--- config.mk ---
export PLATFORM = sky130hd
export DESIGN_NAME = pwm_capture_timer
export DESIGN_NICKNAME = d
export VERILOG_FILES = /design/src/include/timer_pkg.sv /design/src/include/deadband_if.sv /design/src/design/deadband_delay.sv /design/src/design/pwm_capture_timer.sv
export VERILOG_INCLUDE_DIRS = /design/src /design/src/include
export SDC_FILE = /design/constraint.sdc
export NUM_CORES = 1
export LEC_CHECK = 0
export BUFFER_PORTS_ARGS = -buffer_cell sky130_fd_sc_hd__buf_2
export CORE_MARGIN = 10
export CORE_UTILIZATION = 50
export CTS_BUF_LIST = sky130_fd_sc_hd__clkbuf_8
export DETAILED_ROUTE_END_ITERATION = 8
export PLACE_DENSITY = 0.76
export SLEW_MARGIN = 20
export SYNTH_ARGS = -nofsm -noshare
export SYNTH_HDL_FRONTEND = slang
export SYNTH_SLANG_ARGS = --single-unit
--- constraint.sdc ---
create_clock -name ref_clk -period 4.7 [get_ports ref_clk]
set_input_delay 0.47 -clock ref_clk [delete_from_list [all_inputs] [get_ports ref_clk]]
set_output_delay 0.47 -clock ref_clk [all_outputs]
set_load 0.01 [all_outputs]
--- src/include/timer_defs.svh ---
`ifndef TIMER_DEFS_SVH
`define TIMER_DEFS_SVH

// ----------------------------------------------------------------
// Widths
// ----------------------------------------------------------------
`define TMR_ADDR_W 8
`define TMR_CNT_W 16
`define TMR_PRE_W 8
`define TMR_DB_W 8
`define TMR_DB_MAX 128

// ----------------------------------------------------------------
// Register byte offsets
// ----------------------------------------------------------------
`define TMR_OFF_CTL0 8'h00
`define TMR_OFF_CTL1 8'h04
`define TMR_OFF_COUNT 8'h08
`define TMR_OFF_MATCH 8'h0c
`define TMR_OFF_RELOAD 8'h10
`define TMR_OFF_PRESCALE 8'h14
`define TMR_OFF_DEADBAND 8'h18

// ----------------------------------------------------------------
// Field positions
// ----------------------------------------------------------------
`define TMR_CTL0_MODEHI 0
`define TMR_CTL0_ISEL_LO 1
`define TMR_CTL0_ISEL_HI 2
`define TMR_CTL0_FLAG 3
`define TMR_CTL1_MODE_LO 0
`define TMR_CTL1_MODE_HI 2
`define TMR_CTL1_POL 6
`define TMR_CTL1_EN 7

// ----------------------------------------------------------------
// Count values
// ----------------------------------------------------------------
`define TMR_RESTART 16'h0001

`endif

--- src/include/timer_pkg.sv ---
package timer_pkg;

    // Combined mode code: {mode_high_bit, mode_field}.
    typedef enum logic [3:0] {
        MODE_PWM_SINGLE = 4'b0011,
        MODE_CAPTURE = 4'b0100,
        MODE_PWM_DUAL = 4'b1000
    } mode_t;

    // Interrupt source selection.
    typedef enum logic [1:0] {
        ISEL_BOTH = 2'b00,
        ISEL_CAPTURE = 2'b01,
        ISEL_RELOAD = 2'b10,
        ISEL_BOTH_ALT = 2'b11
    } irq_sel_t;

endpackage

--- src/include/deadband_if.sv ---
`timescale 1ns/100ps
`include "timer_defs.svh"

// Request level, delay and delayed level of one output channel.
interface deadband_if #(
    parameter int DB_W = `TMR_DB_W
);
    logic req;
    logic [DB_W-1:0] delay;
    logic level;

    modport ctrl (output req, output delay, input level);
    modport unit (input req, input delay, output level);
endinterface

--- src/design/deadband_delay.sv ---
`timescale 1ns/100ps
`include "timer_defs.svh"

// ----------------------------------------------------------------
// Deadband delay for one output
// ----------------------------------------------------------------
// Rising requests wait the deadband;
// falling ones pass after one cycle.
module deadband_delay #(
    parameter int DB_W = `TMR_DB_W
) (
    input logic ref_clk,
    input logic rst_n,
    deadband_if.unit db
);
    logic [DB_W-1:0] cnt_q; // Cycles waited since the request rose.
    logic level_q; // Delayed output level.

    // The count restarts whenever the request drops, so a new rising
    // request always waits the whole deadband again.
    always_ff @(posedge ref_clk or negedge rst_n) begin
        if (!rst_n) begin
            cnt_q <= '0;
        end else if (!db.req || level_q) begin
            cnt_q <= '0;
        end else if (cnt_q < db.delay) begin
            cnt_q <= cnt_q + 1'b1;
        end
    end

    // Output level: low at once, high only when the wait is over.
    // A zero delay lets the rise through on the next edge.
    always_ff @(posedge ref_clk or negedge rst_n) begin
        if (!rst_n) begin
            level_q <= 1'b0;
        end else if (!db.req) begin
            level_q <= 1'b0;
        end else if (cnt_q >= db.delay) begin
            level_q <= 1'b1;
        end
    end

    assign db.level = level_q;
endmodule

--- src/design/pwm_capture_timer.sv ---
// Decided for this implementation: the APB slave port and the address map.
`timescale 1ns/100ps
`include "timer_defs.svh"

// Summary of operation
// PWM and capture count prescaled system clock.
// Count up; toggle output at match value.
// At reload: interrupt, count to 0001, continue.
// Polarity one: start high, low at match.
// Polarity zero: start low, high at match.
// Loaded start count affects first period only.
// Software keeps reload above match value.
// Period equals reload times prescale factor.
// Software configures while disabled, then enables.
// Dual mode drives inverse output on pin.
// Dual mode delays rising edges by deadband.
// Software keeps deadband below both phases.
// Dual mode turns input pin into output.
// Software sets dual mode via both mode bits.
// Capture copies count into match on edge.
// Capture raises interrupt, sets flag, keeps counting.
// Capture-mode reload interrupts, clears flag, continues.
// Interrupt source selectable: both, capture, reload.
// Software clears match before capture mode.
// Per-output deadband counter, restarts, zero immediate.
module pwm_capture_timer
    import timer_pkg::*;
#(
    parameter int CNT_W = `TMR_CNT_W,
    parameter int PRE_W = `TMR_PRE_W,
    parameter int DB_W = `TMR_DB_W
) (
    input logic ref_clk,
    input logic arst_n,
    input logic psel,
    input logic penable,
    input logic pwrite,
    input logic [`TMR_ADDR_W-1:0] paddr,
    input logic [31:0] pwdata,
    output logic [31:0] prdata,
    output logic pready,
    output logic pslverr,
    input logic tin_in,
    output logic tin_out,
    output logic tin_oe,
    output logic tout,
    output logic timer_irq
);

    // ------------------------------------------------------------
    // Elaboration checks
    // ------------------------------------------------------------
    // The count must fit a bus word;
    // the deadband field must hold its top value.
    if (CNT_W < 2 || CNT_W > 32) begin : g_bad_cnt
        $error("CNT_W must lie between 2 and 32");
    end
    if (PRE_W < 1 || PRE_W > 32) begin : g_bad_pre
        $error("PRE_W must lie between 1 and 32");
    end
    if (DB_W < 1 || DB_W > 31 || (2 ** DB_W) <= `TMR_DB_MAX)
    begin : g_bad_db
        $error("DB_W too narrow for the largest deadband");
    end

    // ------------------------------------------------------------
    // Reset release
    // ------------------------------------------------------------
    logic rst_meta_q; // First stage, read only by the second.
    logic rst_n; // Released reset used by everything else.

    // Reset asserts at once and releases two edges later.
    always_ff @(posedge ref_clk or negedge arst_n) begin
        if (!arst_n) begin
            rst_meta_q <= 1'b0;
            rst_n <= 1'b0;
        end else begin
            rst_meta_q <= 1'b1;
            rst_n <= rst_meta_q;
        end
    end

    // ------------------------------------------------------------
    // Register state
    // ------------------------------------------------------------
    logic mode_high_bit_q; // Upper mode bit in control_reg_zero.
    irq_sel_t irq_source_select_q; // Which events interrupt.
    logic capture_cause_flag_q; // Set by a capture, cleared by a capture-mode reload.
    logic en_q; // Timer enable.
    logic output_polarity_select_q; // Start level and capture edge.
    logic [2:0] mode_field_q; // Lower mode bits in control_reg_one.
    logic [CNT_W-1:0] count_q; // Running count.
    logic [CNT_W-1:0] match_q; // PWM match, or captured count.
    logic [CNT_W-1:0] reload_q; // Reload value.
    logic [PRE_W-1:0] prescale_q; // Prescale factor, zero acts as one.
    logic [DB_W-1:0] deadband_q; // Deadband in clock cycles.
    logic [PRE_W-1:0] div_q; // Prescale divider.
    logic pwm_lvl_q; // Undelayed PWM level.
    logic tin_prev_q; // Input pin one cycle ago.
    logic irq_q; // Interrupt pulse.
    logic [31:0] prdata_q; // Read data taken in the setup cycle.

    // ------------------------------------------------------------
    // Bus decode
    // ------------------------------------------------------------
    logic hit; // Address names a register.
    logic wr_en; // Write takes effect at this edge.
    logic rd_setup; // Read address is being presented.
    logic [31:0] rd_mux; // Read value for the current address.

    assign wr_en = psel && penable && pwrite && hit;
    assign rd_setup = psel && !penable && !pwrite;
    // Zero wait states: pready stands
    // in the first access cycle.
    assign pready = psel && penable;
    assign pslverr = psel && penable && !hit;
    assign prdata = prdata_q;

    // Read multiplexer; unused upper bits read as zero.
    always_comb begin
        hit = 1'b1;
        rd_mux = '0;
        case (paddr)
            `TMR_OFF_CTL0: begin
                rd_mux[`TMR_CTL0_MODEHI] = mode_high_bit_q;
                rd_mux[`TMR_CTL0_ISEL_HI:`TMR_CTL0_ISEL_LO] =
                    irq_source_select_q;
                rd_mux[`TMR_CTL0_FLAG] = capture_cause_flag_q;
            end
            `TMR_OFF_CTL1: begin
                rd_mux[`TMR_CTL1_MODE_HI:`TMR_CTL1_MODE_LO] =
                    mode_field_q;
                rd_mux[`TMR_CTL1_POL] = output_polarity_select_q;
                rd_mux[`TMR_CTL1_EN] = en_q;
            end
            `TMR_OFF_COUNT: rd_mux[CNT_W-1:0] = count_q;
            `TMR_OFF_MATCH: rd_mux[CNT_W-1:0] = match_q;
            `TMR_OFF_RELOAD: rd_mux[CNT_W-1:0] = reload_q;
            `TMR_OFF_PRESCALE: rd_mux[PRE_W-1:0] = prescale_q;
            `TMR_OFF_DEADBAND: rd_mux[DB_W-1:0] = deadband_q;
            default: begin
                hit = 1'b0; // Unmapped: error answer, zero data.
            end
        endcase
    end

    // Read data is taken in the setup cycle, so a
    // live count reads one cycle old.
    always_ff @(posedge ref_clk or negedge rst_n) begin
        if (!rst_n) begin
            prdata_q <= '0;
        end else if (rd_setup) begin
            prdata_q <= rd_mux;
        end
    end

    // ------------------------------------------------------------
    // Mode decode
    // ------------------------------------------------------------
    mode_t mode; // Combined mode code.
    logic is_pwm; // Running in either PWM mode.
    logic is_dual; // Dual-output mode selected.
    logic is_cap; // Running in capture mode.
    logic run; // Counter advances.

    assign mode = mode_t'({mode_high_bit_q, mode_field_q});

    // Modes outside this block leave the counter stopped.
    always_comb begin
        is_pwm = 1'b0;
        is_dual = 1'b0;
        is_cap = 1'b0;
        case (mode)
            MODE_PWM_SINGLE: is_pwm = en_q;
            MODE_PWM_DUAL: begin
                is_pwm = en_q;
                is_dual = 1'b1;
            end
            MODE_CAPTURE: is_cap = en_q;
            default: is_pwm = 1'b0;
        endcase
    end

    assign run = is_pwm || is_cap;

    // ------------------------------------------------------------
    // Control registers
    // ------------------------------------------------------------
    logic wr_ctl1; // Write to control_reg_one.

    assign wr_ctl1 = wr_en && (paddr == `TMR_OFF_CTL1);

    // Software-written control fields.
    always_ff @(posedge ref_clk or negedge rst_n) begin
        if (!rst_n) begin
            mode_high_bit_q <= 1'b0;
            irq_source_select_q <= ISEL_BOTH;
            en_q <= 1'b0;
            output_polarity_select_q <= 1'b0;
            mode_field_q <= '0;
        end else if (wr_en && paddr == `TMR_OFF_CTL0) begin
            mode_high_bit_q <= pwdata[`TMR_CTL0_MODEHI];
            irq_source_select_q <= irq_sel_t'(
                pwdata[`TMR_CTL0_ISEL_HI:`TMR_CTL0_ISEL_LO]);
        end else if (wr_ctl1) begin
            mode_field_q <= pwdata[`TMR_CTL1_MODE_HI:`TMR_CTL1_MODE_LO];
            output_polarity_select_q <= pwdata[`TMR_CTL1_POL];
            en_q <= pwdata[`TMR_CTL1_EN];
        end
    end

    // Reload, prescale and deadband; deadband beyond the
    // largest legal value is held at that value.
    always_ff @(posedge ref_clk or negedge rst_n) begin
        if (!rst_n) begin
            reload_q <= '0;
            prescale_q <= '0;
            deadband_q <= '0;
        end else if (wr_en) begin
            if (paddr == `TMR_OFF_RELOAD) begin
                reload_q <= pwdata[CNT_W-1:0];
            end
            if (paddr == `TMR_OFF_PRESCALE) begin
                prescale_q <= pwdata[PRE_W-1:0];
            end
            if (paddr == `TMR_OFF_DEADBAND) begin
                if (pwdata > `TMR_DB_MAX) begin
                    deadband_q <= DB_W'(`TMR_DB_MAX);
                end else begin
                    deadband_q <= pwdata[DB_W-1:0];
                end
            end
        end
    end

    // ------------------------------------------------------------
    // Prescaler
    // ------------------------------------------------------------
    logic [PRE_W-1:0] div_last; // Last divider value of a tick.
    logic tick; // Count advance strobe.

    // Only the system clock feeds the count; no pin is sampled.
    assign div_last = (prescale_q == '0) ? '0 : prescale_q - 1'b1;
    assign tick = run && (div_q == div_last);

    // A write to control_reg_one restarts the divider,
    // so the first tick is a full factor late.
    always_ff @(posedge ref_clk or negedge rst_n) begin
        if (!rst_n) begin
            div_q <= '0;
        end else if (!run || wr_ctl1 || tick) begin
            div_q <= '0;
        end else begin
            div_q <= div_q + 1'b1;
        end
    end

    // ------------------------------------------------------------
    // Event detection
    // ------------------------------------------------------------
    logic at_reload; // Count stands at reload on a tick.
    logic at_match; // Count stands at match on a tick.
    logic cap_edge; // Selected input edge in capture mode.
    logic irq_on_cap; // Capture events may interrupt.
    logic irq_on_reload; // Reload events may interrupt.

    assign at_reload = tick && (count_q == reload_q);
    assign at_match = tick && is_pwm && (count_q == match_q);

    // Polarity one selects the rising edge, zero the falling.
    // The pin carries an output in dual mode, where its edges cause no capture.
    assign cap_edge = is_cap && (output_polarity_select_q ?
        (tin_in && !tin_prev_q) : (!tin_in && tin_prev_q));

    assign irq_on_cap = (irq_source_select_q != ISEL_RELOAD);
    assign irq_on_reload = (irq_source_select_q != ISEL_CAPTURE);

    // Previous input level for edge detection.
    always_ff @(posedge ref_clk or negedge rst_n) begin
        if (!rst_n) begin
            tin_prev_q <= 1'b0;
        end else begin
            tin_prev_q <= tin_in;
        end
    end

    // ------------------------------------------------------------
    // Counter
    // ------------------------------------------------------------
    // Software loads the start count; PWM
    // periods then restart after reload.
    // Capture mode wraps at full scale.
    always_ff @(posedge ref_clk or negedge rst_n) begin
        if (!rst_n) begin
            count_q <= '0;
        end else if (wr_en && paddr == `TMR_OFF_COUNT) begin
            count_q <= pwdata[CNT_W-1:0];
        end else if (at_reload && is_pwm) begin
            count_q <= CNT_W'(`TMR_RESTART);
        end else if (tick) begin
            count_q <= count_q + 1'b1;
        end
    end

    // Match register: software value, overwritten by a capture.
    // A capture in the same cycle as a write wins.
    always_ff @(posedge ref_clk or negedge rst_n) begin
        if (!rst_n) begin
            match_q <= '0;
        end else if (cap_edge) begin
            match_q <= count_q;
        end else if (wr_en && paddr == `TMR_OFF_MATCH) begin
            match_q <= pwdata[CNT_W-1:0];
        end
    end

    // ------------------------------------------------------------
    // Capture cause and interrupt
    // ------------------------------------------------------------
    // Capture sets the flag; reload in capture mode clears it.
    // If both happen on one edge the capture wins.
    always_ff @(posedge ref_clk or negedge rst_n) begin
        if (!rst_n) begin
            capture_cause_flag_q <= 1'b0;
        end else if (cap_edge) begin
            capture_cause_flag_q <= 1'b1;
        end else if (at_reload && is_cap) begin
            capture_cause_flag_q <= 1'b0;
        end
    end

    // One-cycle interrupt pulse per edge with an admitted event; a capture and a reload on one edge give one pulse.
    always_ff @(posedge ref_clk or negedge rst_n) begin
        if (!rst_n) begin
            irq_q <= 1'b0;
        end else begin
            irq_q <= (cap_edge && irq_on_cap) ||
                (at_reload && irq_on_reload);
        end
    end

    assign timer_irq = irq_q;

    // ------------------------------------------------------------
    // PWM level
    // ------------------------------------------------------------
    // Stopped, the level rests at the start level chosen by the
    // polarity; reload restores it and match turns it round.
    always_ff @(posedge ref_clk or negedge rst_n) begin
        if (!rst_n) begin
            pwm_lvl_q <= 1'b0;
        end else if (!is_pwm || at_reload) begin
            pwm_lvl_q <= output_polarity_select_q;
        end else if (at_match) begin
            pwm_lvl_q <= !output_polarity_select_q;
        end
    end

    // ------------------------------------------------------------
    // Output stage with deadband
    // ------------------------------------------------------------
    // Channel 0 is the main output, channel 1 its complement.
    // Outside dual mode the delay is zero and the complement off.
    deadband_if #(.DB_W(DB_W)) dbi [2] ();

    assign dbi[0].req = pwm_lvl_q;
    assign dbi[1].req = is_dual && !pwm_lvl_q;

    for (genvar i = 0; i < 2; i++) begin : g_db
        assign dbi[i].delay = is_dual ? deadband_q : '0;
        deadband_delay #(
            .DB_W(DB_W)
        ) u_db (
            .ref_clk(ref_clk),
            .rst_n(rst_n),
            .db(dbi[i])
        );
    end

    assign tout = dbi[0].level;
    // The input pin turns into the complement output in dual mode.
    assign tin_oe = is_dual;
    assign tin_out = dbi[1].level;

endmodule

==> results of run 1 <==
report_power, final:
group	switching (mW)	internal [mW]	total, mW
Sequential	0.0272	1.06	1.08
Combinational	0.109	0.0648	0.174
Clock	0.421	0.479	0.900
registers in the layout, summed over array words and instances, names as in the netlist, 2 cells and up:
| name | flops |
|---|---|
| count_q | 16 |
| deadband_q | 8 |
| div_q | 8 |
| g_db.u_db.cnt_q | 16 |
| g_db.u_db.db.level | 2 |
| irq_source_select_q | 2 |
| match_q | 16 |
| mode_field_q | 3 |
| prdata | 16 |
| prescale_q | 8 |
| reload_q | 16 |
stage by stage:
| stage | std cells | hold WS, ns | util (%) |
|---|---|---|---|
| final | 1017 | 0.148 | 56.4 |
| after global routing | 1017 | 0.135 | 56.4 |
| after CTS | 1016 | 0.121 | 56.2 |
| after detailed placement | 983 | 0.256 | 53.5 |
| after global placement | 983 | 0.255 | 53.5 |
| after floorplan | 788 | 0.174 | - |
layout make-up:
class	instances	area, um^2
fill	1329	6320
multi-input combinational	587	4060
sequential	120	3010
timing repair buffer	76	418
inverter	18	67.6
tap	184	230
clock inverter	10	77.6
clock buffer	22	303
metal layers:
| layer | part of all wire [%] | vias to the layer above |
|---|---|---|
| met4 | 2.7 | 0 |
| li1 | - | 2878 |
| met3 | 7.0 | 36 |
| met1 | 43 | 2984 |
| met2 | 47 | 213 |
| met5 | 0 | - |
worst register-to-register path, cell delays in order (launching register included):
cell	delay, ns
dfrtp_1	0.43
inv_1	0.10
ha_1	0.24
nor3b_1	0.59
a22oi_1	0.19
o32ai_1	0.33
nor3b_2	0.35
nand4_2	0.44
nor4_1	0.40
a221o_1	0.15
kinds of logic after synthesis:
family          share of synthesized area [%]
fa+ha+maj                                3.56
compound gates                           14.8
buf+inv                                  5.26
flops                                    40.7
mux                                      10.5
xor+xnor                                 6.64
other cells                             0.102
simple gates                             18.4
synthesized netlist by cell type (5+ instances only):
master | number | area share, %
dfrtp_1 | 120 | 41
nor2_1 | 65 | 3.3
nand2_1 | 57 | 2.9
a21oi_1 | 40 | 2.7
clkbuf_1 | 38 | 1.9
mux2i_1 | 37 | 5.0
mux2_2 | 36 | 5.5
o21ai_0 | 32 | 2.2
xor2_1 | 31 | 3.7
xnor2_1 | 23 | 2.7
nand4_1 | 22 | 1.9
ha_1 | 21 | 3.6
nand3_1 | 20 | 1.4
inv_1 | 18 | 0.92
nor4_1 | 17 | 1.4
buf_4 | 16 | 1.6
nor3b_1 | 11 | 1.1
and3_1 | 10 | 0.85
nor3_1 | 10 | 0.68
o22ai_1 | 10 | 0.85
a21o_1 | 8 | 0.81
a22o_1 | 8 | 0.95
and2_1 | 8 | 0.68
o311ai_1 | 8 | 0.95
or3_1 | 8 | 0.68
a221o_1 | 7 | 0.95
nor2b_1 | 7 | 0.59
o21bai_1 | 7 | 0.71
a31oi_1 | 6 | 0.51
o21a_1 | 6 | 0.61
a221oi_1 | 5 | 0.59
buf_1 | 5 | 0.25
worst paths after layout:
kind	start	endpoint	slack, ns	cells past startpoint
setup / recovery	prescale_q[0]$_DFFE_PN0P_	count_q[7]$_DFFE_PN0P_	1.43	9
hold reg to reg	rst_n$_DFF_PN0_	match_q[3]$_DFFE_PN0P_	0.30	0
setup reg to reg	prescale_q[0]$_DFFE_PN0P_	count_q[7]$_DFFE_PN0P_	1.43	9
max in group asynchronous	rst_n$_DFF_PN0_	g_db[0].u_db.cnt_q[0]$_DFFE_PN0P_	3.48	1
min in group asynchronous	rst_n$_DFF_PN0_	match_q[3]$_DFFE_PN0P_	0.30	0
hold / removal	tin_in	tin_prev_q$_DFF_PN0_	0.15	1
==> metrics.md, run 1 <==
| Metric | Value |
|---|---|
| Met1 GRT Util | 25.8% |
| HP Class | in -> reg |
| I/O pin count | 84 |
| CP cell instances | inv_1 > ha_1 > nor3b_1 > a22oi_1 > o32ai_1 > nor3b_2 > nand4_2 > nor4_1 > a221o_1 |
| Most frequent cells in the layout | dfrtp_1 (119), buf_2 (67), nor2_1 (65) |
| Detailed Place HPWL | 13,900 um |
| Critical Path Sink Type | flip-flop |
| Final Wtd Congestion | 0.896 |
| Crit Path Class | reg -> reg |
| Pre-CTS WS | 1.53 ns |
| Yosys warning total | 0 |
| Global routing's busiest layer | met2 |
| CP Data Required Time | 5.09 ns |
| Mapped Cells | 773 |
| Fmax | 0.305 GHz |
| H-tree levels | 4 |
| Vias in the first global route | 5,918 |
| Tot GR Track Use | 19.3% |
| VDD IR-drop max | 0.176 mV |
| Postcts setup bufs | 0 |
| Pin count of the biggest net entering global routing | 78 |
| WP buf/inv | 1 |
| Fin crit period | 3.27 ns |
| Die area | 20,000 um^2 |
| Root Driver | clkbuf_8 |
| # clock sinks | 120 |
| Buffers added on ports | 67 |
| DRT antenna net count | 0 |
| Share of layout cells above drive strength 1 | 18.7% |
| Main synth FF type | dfrtp_1 |
| GR Overflow Total | 0 |
| Clock tree buffer depth | 2 |
| Max Cap Viol | 0 |
| Commonest non-fill, non-tap cell in the layout | dfrtp_1 |
| Crit-path slowest cell | nor3b_1 |
| CTS Buf Count | 17 |
| M2 GR Usage | 29.6% |
| Final setup TNS | 0 ns |
| Post-Syn Area per Cell | 9.54 um^2 |
| Crit-path max FO | 16 |
| LEAKAGE | 3.88 nW |
| Mapped cell area | 7370 um^2 |
| Final hold violations | 0 |
| Num rows | 44 |
| Pins Over Slew Limit | 0 |
| DRC violations left | 0 |
| Clock Latency Late Sink | 0.45 ns |
| Number of flops mapped to enable cells by yosys | 0 |
| CP peak stage delay | 0.59 ns |
| Nets@finish | 887 |
| Die Y-Extent | 141 um |
| Synth Register Bits | 120 |
| Clock skew | 0.0112 ns |
| Via count | 6,111 |
| M3 GR Usage | 4.24% |
| Worst Tran Pin Value | 1.05 ns |
| Final instance area | 8160 um^2 |
| Starting Density | 50.9% |
| Number of gates resized after CTS | 0 |
| First DRT Iteration DRCs | 527 |
| Routed wire length | 19,200 um |
| Final setup viols | 0 |
| Synth-to-layout area growth | 10.7% |
| Pwr Density | 264 nW/um^2 |
| Cell Area, Placed | 7750 um^2 |
| CTS tree | yes |
| First-pass GRT wire length | 31,400 um |
| Antenna cells | 0 |
| RSZ-0062 raised after global routing | no |
| Initial antenna violation count | 0 |
| CP Launch Type | flip-flop |
| CTS clk-pin slew, worst paths | 0.07 ns |
| Core ar. | 14,500 um^2 |
| Status | finished clean |
| Drt pass-1 iters | 7 |
| Post-synth ARST share | 100% |
| Pwr Total | 2.16 mW |
| Worst EP arrival | 3.66 ns |
| Register area share after synthesis | 40.7% |
| Chip Width | 141 um |
| Netlist cell types | 69 |
| Vias per inst | 6.01 |
| Final setup margin | 1.43 ns |
| Tcrit/Tclk final | 69.7% |
| Delay-heaviest family, CP | simple AND/OR/NAND/NOR gates |
| Avg WL per Cell | 18.9 um |
| Cts hold-fix bufs | 1 |
| Max_slew headroom | 29.3% |
Note: power is estimated with default switching activity, not from simulation.
==> run 2: changes to the inputs <==
==> constraint.sdc (replaced) <==
create_clock -name ref_clk -period 3.4 [get_ports ref_clk]
set_input_delay 0.34 -clock ref_clk [delete_from_list [all_inputs] [get_ports ref_clk]]
set_output_delay 0.34 -clock ref_clk [all_outputs]
set_load 0.01 [all_outputs]
==> run 2 against run 1 <==
Against the previous run:
- via count grew 0.64%
- register-to-register slack lost 1.1 ns
- setup slack worse by 1.1 ns
- hold slack worse by 0.11 ns
- largest cell class unchanged
- sequential cell count did not move
- first-iteration DRC count shrank 6.8%
- die area stayed put
- clock power increased by 49%
- global-route usage increased by 0.056 points
==> metrics.md, run 2 (same netlist as run 1, synthesis figures left out) <==
| Metric | Value |
|---|---|
| Commonest non-fill, non-tap cell in the layout | dfrtp_1 |
| First-pass GRT wire length | 31,200 um (-0.55%) |
| Switching share of power | 24.9% (-0.95 points) |
| Tcrit/Tclk final | 90.4% (+21 points) |
| Final setup TNS | 0 ns (unchanged) |
| Starting Density | 50.9% (unchanged) |
| Max_slew headroom | 38.7% (+9.4 points) |
| Pwr Total | 3.07 mW (+42%) |
| VDD IR-drop max | 0.379 mV (+110%) |
| CTS Buf Count | 17 (unchanged) |
| Fin crit period | 3.08 ns (-0.200 ns) |
| Antenna cells | 0 (unchanged) |
| Crit-path slowest cell | dfrtp_1 |
| Final setup margin | 0.325 ns (-1.10 ns) |
| Die Y-Extent | 141 um (unchanged) |
| CP Launch Type | flip-flop |
| HP Class | in -> reg |
| Clock skew | 0.0104 ns (-0.000833 ns) |
| # clock sinks | 120 (unchanged) |
| Vias per inst | 6.02 (+0.15%) |
| DRT antenna net count | 0 (unchanged) |
| Postcts setup bufs | 0 (unchanged) |
| WHS Endpoint | tin_prev_q$_DFF_PN0_ |
| CTS clk-pin slew, worst paths | 0.07 ns (about the same) |
| Tot GR Track Use | 19.4% (+0.056 points) |
| H-tree levels | 4 (unchanged) |
| R2r worst-path depth | 10 (+1) |
| Pwr Density | 373 nW/um^2 (+41%) |
| Crit-path max FO | 9 (-7) |
| Worst Tran Pin Value | 0.919 ns (-0.133 ns) |
| Root Driver | clkbuf_8 |
| Vias in the first global route | 5,951 (+0.56%) |
| Pint | 2.31 mW (+44%) |
| Core ar. | 14,500 um^2 (unchanged) |
| RR Startpoint | prescale_q[0]$_DFFE_PN0P_ |
| Final Wtd Congestion | 0.885 (-1.2%) |
| Most frequent cells in the layout | dfrtp_1 (119), buf_2 (67), nor2_1 (65) |
| Clock power frac | 43.4% (+1.7 points) |
| Pin count of the biggest net entering global routing | 71 (-9.0%) |
| Buffers added on ports | 67 (unchanged) |
| LEAKAGE | 3.92 nW (+0.95%) |
| Worst hold stages | 1 (unchanged) |
| Psw | 0.764 mW (+37%) |
| First DRT Iteration DRCs | 491 (-6.8%) |
| Crit Path Class | reg -> reg |
| R2R Setup Slk | 0.32 ns (-1.10 ns) |
| Via count | 6,150 (+0.64%) |
| CP cell instances | inv_1 > ha_1 > or3b_2 > a22o_1 > o32ai_1 > nor3b_2 > nand4_2 > buf_4 > nor3b_1 > a221o_1 |
| Nets@finish | 892 (+0.56%) |
| Avg WL per Cell | 18.9 um (-0.37%) |
| CP Data Required Time | 3.78 ns (-1.31 ns) |
| Origin of the worst setup path | prescale_q[0]$_DFFE_PN0P_ |
| DRC violations left | 0 (unchanged) |
| CTS tree | yes |
| Clock Latency Late Sink | 0.45 ns (about the same) |
| Reg2Reg Capture Point | count_q[10]$_DFFE_PN0P_ |
| Fmax | 0.325 GHz (+6.5%) |
| Max Cap Viol | 0 (unchanged) |
| Comb pwr share | 7.6% (-0.5 points) |
| Detailed Place HPWL | 14,000 um (+0.73%) |
| Initial antenna violation count | 0 (unchanged) |
| Die area | 20,000 um^2 (unchanged) |
| Min-delay src | tin_in |
| I/O pin count | 84 (unchanged) |
| Status | finished clean |
| Pins Over Slew Limit | 0 (unchanged) |
| Share of layout cells above drive strength 1 | 19.6% (+0.84 points) |
| Final hold violations | 0 (unchanged) |
| Final setup viols | 0 (unchanged) |
| GR Overflow Total | 0 (unchanged) |
| Register share of total power | 48.9% (-1.4 points) |
| Num rows | 44 (unchanged) |
| Synth-to-layout area growth | 11.8% |
| Clock tree buffer depth | 2 (unchanged) |
| Routed wire length | 19,300 um (+0.12%) |
| Chip Width | 141 um (unchanged) |
| Pre-CTS WS | 0.299 ns (-1.23 ns) |
| RSZ-0062 raised after global routing | no |
| Critical Path Sink Type | flip-flop |
| CP peak stage delay | 0.44 ns (-0.15 ns) |
| Worst EP arrival | 3.46 ns (-0.20 ns) |
| Drt pass-1 iters | 5 (-2) |
==> run 2: cell count changes in the layout (fill, tap and decap cells not counted), sizes merged <==
| cell | previous run | this run |
|---|---|---|
| buf | 75 | 80 |
| clkbuf | 22 | 23 |
| bufinv | 1 | 2 |
| inv | 21 | 19 |
==> run 2: repair_timing <==
action / CTS / global route
hold buffers: 1 / 0
endpoints found under the setup margin: 0 / 1
hold endpoints to repair: 2 / 0
resized for setup: 0 / 1
==> run 2: area by class of cell <==
type | count | area [um^2]
Clock buffer | 23 | 317
Multi-Input combinational cell | 587 | 4070
Sequential cell | 120 | 3010
Inverter | 18 | 67.6
Timing Repair Buffer | 81 | 455
Tap cell | 184 | 230
Fill cell | 1252 | 6240
Clock inverter | 9 | 96.3
==> run 2: routing by layer <==
| metal | track usage (%) | up-vias | routed length, um |
|---|---|---|---|
| met1 | 24.4 | 3028 | 8210 |
| met4 | 7.64 | 0 | 499 |
| li1 | - | 2898 | - |
| met5 | 0 | - | 0 |
| met2 | 31.2 | 189 | 9460 |
| met3 | 5.01 | 35 | 1100 |
==> run 2: critical path: cells and delay by family, from the launching register on <==
family | cells | cell delay, ns
DFF | 1 | 0.44
buffers and inverters | 2 | 0.37
and+or+nand+nor | 4 | 1.35
AOI/OAI and AO/OA | 3 | 0.52
adders and majority gates | 1 | 0.33
==> run 2: worst max path at each step <==
stage / slack (ns) / endpoint / depth (start not counted)
2_1_floorplan: 0.52 / g_db[0].u_db.cnt_q[7]$_DFFE_PN0P_ / 11
3_3_place_gp: 0.42 / count_q[12]$_DFFE_PN0P_ / 9
3_5_place_dp: 0.30 / count_q[7]$_DFFE_PN0P_ / 9
4_1_cts: 0.28 / count_q[7]$_DFFE_PN0P_ / 9
5_1_grt: 0.17 / count_q[10]$_DFFE_PN0P_ / 10
6_report: 0.32 / count_q[10]$_DFFE_PN0P_ / 10
==> run 2: power by group through the flow <==
stage          clock network, mW  registers (mW)  logic [mW]
2_1_floorplan                  0            1.54       0.123
3_3_place_gp                   0            1.53       0.230
3_5_place_dp                   0            1.53       0.233
4_1_cts                     1.35            1.51       0.235
5_1_grt                     1.42            1.51       0.254
6_report                    1.34            1.50       0.234
==> run 2: stage by stage <==
| step | instances | cell area [um^2] | utilization [%] | hold slack (ns) |
|---|---|---|---|---|
| after global placement | 989 | 7810 | 53.9 | 0.127 |
| after floorplan | 788 | 7430 | - | 0.0444 |
| after detailed placement | 989 | 7810 | 53.9 | 0.127 |
| after global routing | 1022 | 8240 | 56.9 | 0.0159 |
| after CTS | 1022 | 8230 | 56.9 | 0.0209 |
| final | 1022 | 8240 | 56.9 | 0.0417 |
